==> config.mk <==
export PLATFORM = sky130hd
export DESIGN_NAME = prc_top
export DESIGN_NICKNAME = d
export VERILOG_FILES = /design/src/rtl/prc_pkg.sv /design/src/rtl/prc_clk_gate.sv /design/src/rtl/prc_top.sv
export SDC_FILE = /design/constraint.sdc
export NUM_CORES = 1
export LEC_CHECK = 0
export BUFFER_PORTS_ARGS = -buffer_cell sky130_fd_sc_hd__buf_2
export CORE_AREA = 2 2 277 279
export DETAILED_ROUTE_END_ITERATION = 8
export DIE_AREA = 0 0 279 281
export PLACE_DENSITY = 0.33
export SLEW_MARGIN = 20
export SYNTH_ARGS = -nofsm -noshare
export SYNTH_HDL_FRONTEND = slang
export SYNTH_HIERARCHICAL = 1
export SYNTH_SLANG_ARGS = --single-unit
==> constraint.sdc <==
create_clock -name aclk -period 2.7 [get_ports aclk]
set_clock_uncertainty 0.15 [all_clocks]
set_input_delay 0.675 -clock aclk [delete_from_list [all_inputs] [get_ports aclk]]
set_output_delay 0.675 -clock aclk [all_outputs]
set_load 0.005 [all_outputs]
==> src/rtl/prc_pkg.sv <==
// Shared constants and field layouts for the peripheral reset and clock gate
package prc_pkg;

	localparam int unsigned ADDR_W   = 8;
	localparam int unsigned DATA_W   = 32;
	localparam int unsigned N_FAST   = 8;
	localparam int unsigned N_GATED  = 10;
	localparam int unsigned N_RDPATH = 9;

	////////////////////////////////////////////////////////////////////////
	// Register byte addresses
	localparam logic [ADDR_W-1:0] OFS_FAST_RST = 8'h0C;
	localparam logic [ADDR_W-1:0] OFS_SLOW_RST = 8'h10;
	localparam logic [ADDR_W-1:0] OFS_SYS_CEN  = 8'h14;
	localparam logic [ADDR_W-1:0] OFS_FAST_CEN = 8'h18;

	////////////////////////////////////////////////////////////////////////
	// Implemented bits; everything else reads as zero
	localparam logic [DATA_W-1:0] FAST_MASK = 32'h0000_5A35;
	localparam logic [DATA_W-1:0] SLOW_MASK = 32'h1020_0801;
	localparam logic [DATA_W-1:0] SYS_MASK  = 32'h0000_0005;

	localparam logic [DATA_W-1:0] FAST_RST_INIT = 32'h0000_0000;
	localparam logic [DATA_W-1:0] SLOW_RST_INIT = 32'h0000_0000;
	localparam logic [DATA_W-1:0] SYS_CEN_INIT  = 32'h0000_0004;
	localparam logic [DATA_W-1:0] FAST_CEN_INIT = 32'h0000_0000;

	////////////////////////////////////////////////////////////////////////
	// Field positions
	localparam int unsigned BIT_SERIAL    = 14;
	localparam int unsigned BIT_SPI       = 12;
	localparam int unsigned BIT_ADV_TIMER = 11;
	localparam int unsigned BIT_CONVERTER = 9;
	localparam int unsigned BIT_PORT_D    = 5;
	localparam int unsigned BIT_PORT_C    = 4;
	localparam int unsigned BIT_PORT_A    = 2;
	localparam int unsigned BIT_ALT_FUNC  = 0;
	localparam int unsigned BIT_POWER     = 28;
	localparam int unsigned BIT_TWO_WIRE  = 21;
	localparam int unsigned BIT_WATCHDOG  = 11;
	localparam int unsigned BIT_GEN_TIMER = 0;
	localparam int unsigned BIT_RAM_KEEP  = 2;
	localparam int unsigned BIT_DMA       = 0;

	localparam logic [1:0] RESP_OKAY   = 2'h0;
	localparam logic [1:0] RESP_SLVERR = 2'h2;

	////////////////////////////////////////////////////////////////////////
	// Carriers
	typedef struct packed {
		logic serial;
		logic spi;
		logic adv_timer;
		logic converter;
		logic port_d;
		logic port_c;
		logic port_a;
		logic alt_function;
	} prc_fast_s;

	typedef struct packed {
		logic power;
		logic two_wire;
		logic watchdog;
		logic gen_timer;
	} prc_slow_s;

	function automatic prc_fast_s prc_fast_fields(
		input logic [DATA_W-1:0] w
	);
		prc_fast_s f;
		f.serial       = w[BIT_SERIAL];
		f.spi          = w[BIT_SPI];
		f.adv_timer    = w[BIT_ADV_TIMER];
		f.converter    = w[BIT_CONVERTER];
		f.port_d       = w[BIT_PORT_D];
		f.port_c       = w[BIT_PORT_C];
		f.port_a       = w[BIT_PORT_A];
		f.alt_function = w[BIT_ALT_FUNC];
		return f;
	endfunction

endpackage

==> src/rtl/prc_clk_gate.sv <==
// Glitch-free clock gate: enable retimed on the falling edge
`timescale 1ns/1ns
module prc_clk_gate (
	input  wire logic aclk,
	input  wire logic aresetn,
	input  wire logic en,
	output wire logic gclk
);

	logic en_r;

	// Enable only moves while aclk is low, so no pulse is ever cut short
	always_ff @(negedge aclk) begin
		if (!aresetn) begin
			en_r <= 1'b0;
		end else begin
			en_r <= en;
		end
	end

	assign gclk = aclk & en_r;

endmodule

==> src/rtl/prc_top.sv <==
// Peripheral reset and clock gating registers behind an AXI4-Lite slave
//
// Overview of operation
// - Fast-bus reset bits 14, 12, 11 reset serial port, SPI, advanced timer.
// - Fast-bus reset bit 9 holds converter logic in reset while set.
// - Fast-bus reset bits 5, 4, 2 reset ports D, C and A.
// - Fast-bus reset bit 0 resets the alternate-function module.
// - Slow-bus reset bits 28 and 21 reset power interface and two-wire bus.
// - Slow-bus reset bits 11 and 0 reset window watchdog and timer 2.
// - System enable bit 2 resets to 1; keeps RAM clock in Sleep.
// - System enable bit 0 switches the DMA clock; resets to 0.
// - Reads of a peripheral with clock disabled return zero.
// - Fast-bus enable bits 14, 12, 11 gate serial, SPI, timer clocks.
// - Fast-bus enable bit 9 gates the converter clock; resets to 0.
// - Fast-bus enable bits 5, 4, 2 gate port D, C, A clocks.
// - Fast-bus enable bit 0 gates alternate-function clock; resets 0.
`timescale 1ns/1ns
module prc_top
	import prc_pkg::*;
(
	input  wire logic                         aclk,
	input  wire logic                         aresetn,
	input  wire logic [ADDR_W-1:0]            s_axi_awaddr,
	input  wire logic [2:0]                   s_axi_awprot,
	input  wire logic                         s_axi_awvalid,
	output wire logic                         s_axi_awready,
	input  wire logic [DATA_W-1:0]            s_axi_wdata,
	input  wire logic [3:0]                   s_axi_wstrb,
	input  wire logic                         s_axi_wvalid,
	output wire logic                         s_axi_wready,
	output wire logic [1:0]                   s_axi_bresp,
	output wire logic                         s_axi_bvalid,
	input  wire logic                         s_axi_bready,
	input  wire logic [ADDR_W-1:0]            s_axi_araddr,
	input  wire logic [2:0]                   s_axi_arprot,
	input  wire logic                         s_axi_arvalid,
	output wire logic                         s_axi_arready,
	output wire logic [DATA_W-1:0]            s_axi_rdata,
	output wire logic [1:0]                   s_axi_rresp,
	output wire logic                         s_axi_rvalid,
	input  wire logic                         s_axi_rready,
	input  wire logic                         sleep_mode,
	output wire prc_fast_s                    fast_rst,
	output wire prc_slow_s                    slow_rst,
	output wire logic [N_GATED-1:0]           gated_clk,
	input  wire logic [N_RDPATH-1:0][DATA_W-1:0] periph_rdata,
	output wire logic [N_RDPATH-1:0][DATA_W-1:0] periph_rdata_gated
);

	////////////////////////////////////////////////////////////////////////
	// Registers
	logic [DATA_W-1:0] fast_rst_r;
	logic [DATA_W-1:0] slow_rst_r;
	logic [DATA_W-1:0] sys_cen_r;
	logic [DATA_W-1:0] fast_cen_r;

	logic              aw_full_r;
	logic [ADDR_W-1:0] aw_addr_r;
	logic              w_full_r;
	logic [DATA_W-1:0] w_data_r;
	logic [3:0]        w_strb_r;
	logic              bvalid_r;
	logic [1:0]        bresp_r;
	logic              rvalid_r;
	logic [1:0]        rresp_r;
	logic [DATA_W-1:0] rdata_r;

	function automatic logic [DATA_W-1:0] merge_strb(
		input logic [DATA_W-1:0] old_v,
		input logic [DATA_W-1:0] new_v,
		input logic [3:0]        strb,
		input logic [DATA_W-1:0] mask
	);
		logic [DATA_W-1:0] lanes;
		lanes = {{8{strb[3]}}, {8{strb[2]}}, {8{strb[1]}}, {8{strb[0]}}};
		return ((old_v & ~lanes) | (new_v & lanes)) & mask;
	endfunction

	////////////////////////////////////////////////////////////////////////
	// Write channel
	wire aw_take = s_axi_awvalid & s_axi_awready;
	wire w_take  = s_axi_wvalid & s_axi_wready;
	wire do_wr   = aw_full_r & w_full_r & ~bvalid_r;

	wire hit_fast_rst = aw_addr_r == OFS_FAST_RST;
	wire hit_slow_rst = aw_addr_r == OFS_SLOW_RST;
	wire hit_sys_cen  = aw_addr_r == OFS_SYS_CEN;
	wire hit_fast_cen = aw_addr_r == OFS_FAST_CEN;
	wire wr_mapped    = hit_fast_rst | hit_slow_rst | hit_sys_cen |
	                    hit_fast_cen;

	assign s_axi_awready = ~aw_full_r & ~bvalid_r;
	assign s_axi_wready  = ~w_full_r & ~bvalid_r;
	assign s_axi_bvalid  = bvalid_r;
	assign s_axi_bresp   = bresp_r;

	always_ff @(posedge aclk) begin
		if (!aresetn) begin
			aw_full_r <= 1'b0;
			aw_addr_r <= '0;
		end else if (aw_take) begin
			aw_full_r <= 1'b1;
			aw_addr_r <= s_axi_awaddr;
		end else if (do_wr) begin
			aw_full_r <= 1'b0;
		end
	end

	always_ff @(posedge aclk) begin
		if (!aresetn) begin
			w_full_r <= 1'b0;
			w_data_r <= '0;
			w_strb_r <= '0;
		end else if (w_take) begin
			w_full_r <= 1'b1;
			w_data_r <= s_axi_wdata;
			w_strb_r <= s_axi_wstrb;
		end else if (do_wr) begin
			w_full_r <= 1'b0;
		end
	end

	always_ff @(posedge aclk) begin
		if (!aresetn) begin
			bvalid_r <= 1'b0;
			bresp_r  <= RESP_OKAY;
		end else if (do_wr) begin
			bvalid_r <= 1'b1;
			bresp_r  <= wr_mapped ? RESP_OKAY : RESP_SLVERR;
		end else if (s_axi_bready) begin
			bvalid_r <= 1'b0;
		end
	end

	// Bits are plain storage: a 1 holds reset until a 0 is written
	always_ff @(posedge aclk) begin
		if (!aresetn) begin
			fast_rst_r <= FAST_RST_INIT;
			slow_rst_r <= SLOW_RST_INIT;
			sys_cen_r  <= SYS_CEN_INIT;
			fast_cen_r <= FAST_CEN_INIT;
		end else if (do_wr) begin
			if (hit_fast_rst) begin
				fast_rst_r <= merge_strb(fast_rst_r, w_data_r, w_strb_r,
				                         FAST_MASK);
			end
			if (hit_slow_rst) begin
				slow_rst_r <= merge_strb(slow_rst_r, w_data_r, w_strb_r,
				                         SLOW_MASK);
			end
			if (hit_sys_cen) begin
				sys_cen_r <= merge_strb(sys_cen_r, w_data_r, w_strb_r,
				                        SYS_MASK);
			end
			if (hit_fast_cen) begin
				fast_cen_r <= merge_strb(fast_cen_r, w_data_r, w_strb_r,
				                         FAST_MASK);
			end
		end
	end

	////////////////////////////////////////////////////////////////////////
	// Read channel
	wire ar_take = s_axi_arvalid & s_axi_arready;

	wire rd_fast_rst = s_axi_araddr == OFS_FAST_RST;
	wire rd_slow_rst = s_axi_araddr == OFS_SLOW_RST;
	wire rd_sys_cen  = s_axi_araddr == OFS_SYS_CEN;
	wire rd_fast_cen = s_axi_araddr == OFS_FAST_CEN;
	wire rd_mapped   = rd_fast_rst | rd_slow_rst | rd_sys_cen | rd_fast_cen;

	wire [DATA_W-1:0] rd_mux =
		({DATA_W{rd_fast_rst}} & fast_rst_r) |
		({DATA_W{rd_slow_rst}} & slow_rst_r) |
		({DATA_W{rd_sys_cen}}  & sys_cen_r)  |
		({DATA_W{rd_fast_cen}} & fast_cen_r);

	assign s_axi_arready = ~rvalid_r;
	assign s_axi_rvalid  = rvalid_r;
	assign s_axi_rresp   = rresp_r;
	assign s_axi_rdata   = rdata_r;

	always_ff @(posedge aclk) begin
		if (!aresetn) begin
			rvalid_r <= 1'b0;
			rresp_r  <= RESP_OKAY;
			rdata_r  <= '0;
		end else if (ar_take) begin
			rvalid_r <= 1'b1;
			rresp_r  <= rd_mapped ? RESP_OKAY : RESP_SLVERR;
			rdata_r  <= rd_mux;
		end else if (s_axi_rready) begin
			rvalid_r <= 1'b0;
		end
	end

	////////////////////////////////////////////////////////////////////////
	// Reset outputs, straight from the stored bits
	assign fast_rst = prc_fast_fields(fast_rst_r);
	assign slow_rst.power     = slow_rst_r[BIT_POWER];
	assign slow_rst.two_wire  = slow_rst_r[BIT_TWO_WIRE];
	assign slow_rst.watchdog  = slow_rst_r[BIT_WATCHDOG];
	assign slow_rst.gen_timer = slow_rst_r[BIT_GEN_TIMER];

	////////////////////////////////////////////////////////////////////////
	// Clock enables and gates
	wire prc_fast_s fast_on = prc_fast_fields(fast_cen_r);
	wire dma_clock_on         = sys_cen_r[BIT_DMA];
	wire ram_sleep_clock_keep = sys_cen_r[BIT_RAM_KEEP];
	wire ram_clk_run          = ram_sleep_clock_keep | ~sleep_mode;

	// Index 8 DMA, index 9 RAM interface; RAM has no read path here
	wire [N_GATED-1:0] gate_en = {ram_clk_run, dma_clock_on, fast_on};

	genvar gi;
	generate
		for (gi = 0; gi < N_GATED; gi++) begin : g_gate
			prc_clk_gate u_gate (
				.aclk    (aclk),
				.aresetn (aresetn),
				.en      (gate_en[gi]),
				.gclk    (gated_clk[gi])
			);
		end
	endgenerate

	// Read data of an unclocked peripheral is forced to zero
	logic [N_RDPATH-1:0][DATA_W-1:0] rd_gated_r;

	generate
		for (gi = 0; gi < N_RDPATH; gi++) begin : g_rdmask
			always_ff @(posedge aclk) begin
				if (!aresetn) begin
					rd_gated_r[gi] <= '0;
				end else begin
					rd_gated_r[gi] <= gate_en[gi] ? periph_rdata[gi] :
					                  '0;
				end
			end
		end
	endgenerate

	assign periph_rdata_gated = rd_gated_r;
endmodule
==> impl_metrics.csv <==
group,metric,value,unit
floorplanning,row_count,101,
setup_path,cp.required,1.88,ns
setup_path,rrSetupSlack,0.58,ns
synth,synthSimpleGateAreaFrac,24.9,%
placed_design,dp.cells,2569,
drt,dr_total_vias,9640,
floorplanning,core_area,75400,sq um
drt,wl,48500,um
synth,ys.warnings.count,6,
synth,synth_area,11000,sq um
power_and_ir_drop,power.static_leakage,0.00938,uW
setup_path,start_kind,"flop",
global_route,antenna_found_initial,10,
global_route,grt-ovfl-total,0,
global_route,grt_pass1_vias,9936,
timing,setup_viol,20,
synth,synthMuxAreaShare,2.95,%
job,maxCapViolCount,0,
floorplanning,initial_utilization,14.5,%
setup_path,path_class,"reg2out",
drt,dr.pass1.iters,4,
clocking,clk_pin_slew,0.06,ns
layout,layout.cells.non_filler,2656,
power_and_ir_drop,p_per_area,728,nW/um^2
synth,postSynthCellCount,995,
setup_path,cp_max_fo,1,
clocking,postCtsSetupRepairBufs,0,
min_path,hold_class,"in2reg",
synth,yosys.area_share.adder,0,%
synth,synth_flop_cell,"dfxtp_1",
layout,final_cell_mix,"641 x buf_2, 355 x dfxtp_1, 288 x and3_1",
drt,drtAntennaViolNets,0,
synth,synthXorXnorAreaFrac,0.0799,%
synth,ys_types,39,
placed_design,gp_congestion,0.776,
run_status,outcome,"finished with violations",
placed_design,pre_cts_ws,-0.0178,ns
global_route,grt_pass1_wl,67900,um
placed_design,hpwlAfterDp,37300,um
drt,via_per_inst,3.63,
floorplanning,die_y,281,um
synth,synth_compound_area_share,1.76,%
floorplanning,dieArea,78400,sq um
layout,final_common_cell,"buf_2",
layout,drive_above_1_share,45.7,%
drt,drcViolationCount,0,
run_status,violations,"negative setup slack",
timing,slew_viol_final,0,
placed_design,numPortBuffers,652,
layout,area_growth_syn_to_layout,54.4,%
timing,hold_ws,0.0922,ns
synth,syn_area_per_cell,11.0,sq um
drt,routedWlPerCell,18.3,um
timing,worst_pin_slew,0.657,ns
timing,slew_headroom,56.2,%
synth,synth_edf_count,0,
layout,nets,1995,
synth,ys_ff_latch,358,
synth,async_reset_ff_share,0,%
floorplanning,pin_count,705,
setup_path,worstSetupEndpointType,"output pin",
global_route,globalRouteTotalUtil,11.8,%
global_route,grt_max_degree,82,
layout,fin_util,22.4,%
setup_path,arrival,2.64,ns
timing,hold_viol,0,
synth,yosysSeqAreaShare,65.4,%
timing,setup_slack,-0.769,ns
synth,synth_top_family_by_area,"simple AND/OR/NAND/NOR gates",
layout,post-route-cell-area,16900,sq um
clocking,cts_tree,"built",
timing,grt_setup_unrepaired,"true",
clocking,clk_latency,0.66,ns
floorplanning,fp.dieW,279,um
placed_design,place_area,15200,sq um
drt,drt-initial-drc-count,475,
power_and_ir_drop,ir_drop,372,uV
[path summary, 6_finish.rpt]
| kind | from | to | cells past startpoint |
|---|---|---|---|
| worst max register to register | flop | g_gate[9].u_gate/en_r | 2 |
| worst max-delay path | g_gate[3].u_gate/en_r | gated_clk[3] | 2 |
| worst min register to register | w_data_r[21] | w_data_r[21] | 2 |
| worst min-delay path | periph_rdata[235] | periph_rdata_gated[235] | 2 |
[worst max-delay path, stage by stage (launching register included)]
cell and delay, ns:
dfxtp_1 0.30, and2_4 0.15, buf_6 0.12
[timing repair]
| action | 4_1_cts | 5_1_grt |
|---|---|---|
| gates resized for setup | 31 | 3 |
| hold buffers | 0 | 0 |
| endpoints found under the setup margin | 20 | 20 |
| gates cloned | 0 | 0 |
[layer usage]
metal	GRT usage [%]	part of all wire [%]
met5	0	0.11
met4	5.79	4.1
met3	5.01	9.2
met2	20.0	49
met1	12.5	38
[state kept, by name, summed over array words and instances (netlist names), named ones only]
name                count
w_full_r                1
s_axi_bresp             1
s_axi_rresp             1
s_axi_rdata            10
periph_rdata_gated    288
aw_full_r               1
s_axi_bvalid            1
s_axi_rvalid            1
aw_addr_r               8
w_strb_r                4
g_gate.u_gate/en_r     10
w_data_r               10
[power breakdown]
part	leakage, uW	internal [uW]	switching, uW
clock network	0.000925	3980	2510
logic	0.00556	236	241
registers	0.00289	5320	33.4
total	0.00938	9530	2780
[through the flow]
step	setup TNS [ns]	total power, uW
5_1_grt	-8.16	12900
3_5_place_dp	-0.0871	6010
6_report	-7.45	12300
4_1_cts	-8.11	12600
2_1_floorplan	0	5700
3_3_place_gp	-0.0438	6010
[synth_stat cells, types with 9 or more instances]
master	n	share of area, %
buf_4	24	1.6
mux2i_1	30	2.7
nand2_1	64	2.2
nand4_1	14	0.80
a21oi_1	20	0.91
dfxtp_1	358	65
and2_1	21	1.2
inv_1	13	0.45
clkbuf_1	71	2.4
nand3_1	15	0.69
and3_1	288	16
nor2_1	17	0.58
and3b_1	9	0.72
[logic make-up (layout without fill, tap and decap cells)]
group           count (synthesis)  after routing
flops                         358            358
buf+inv                       115            770
mux                            32             32
simple gates                  456            456
compound gates                 32             32
xor+xnor                        1              1
other cells                     1             29
[area by class of cell]
| cell class | instances | area [sq um] |
|---|---|---|
| clock buffers | 79 | 1510 |
| multi-input cells | 545 | 3370 |
| diodes | 5 | 12.5 |
| inverters | 3 | 11.3 |
| clock inverters | 23 | 206 |
| well taps | 978 | 1220 |
| fillers | 8300 | 58500 |
| flip-flops and latches | 358 | 7170 |
| repair buffers | 665 | 3410 |
(Power assumes the default switching activity.)
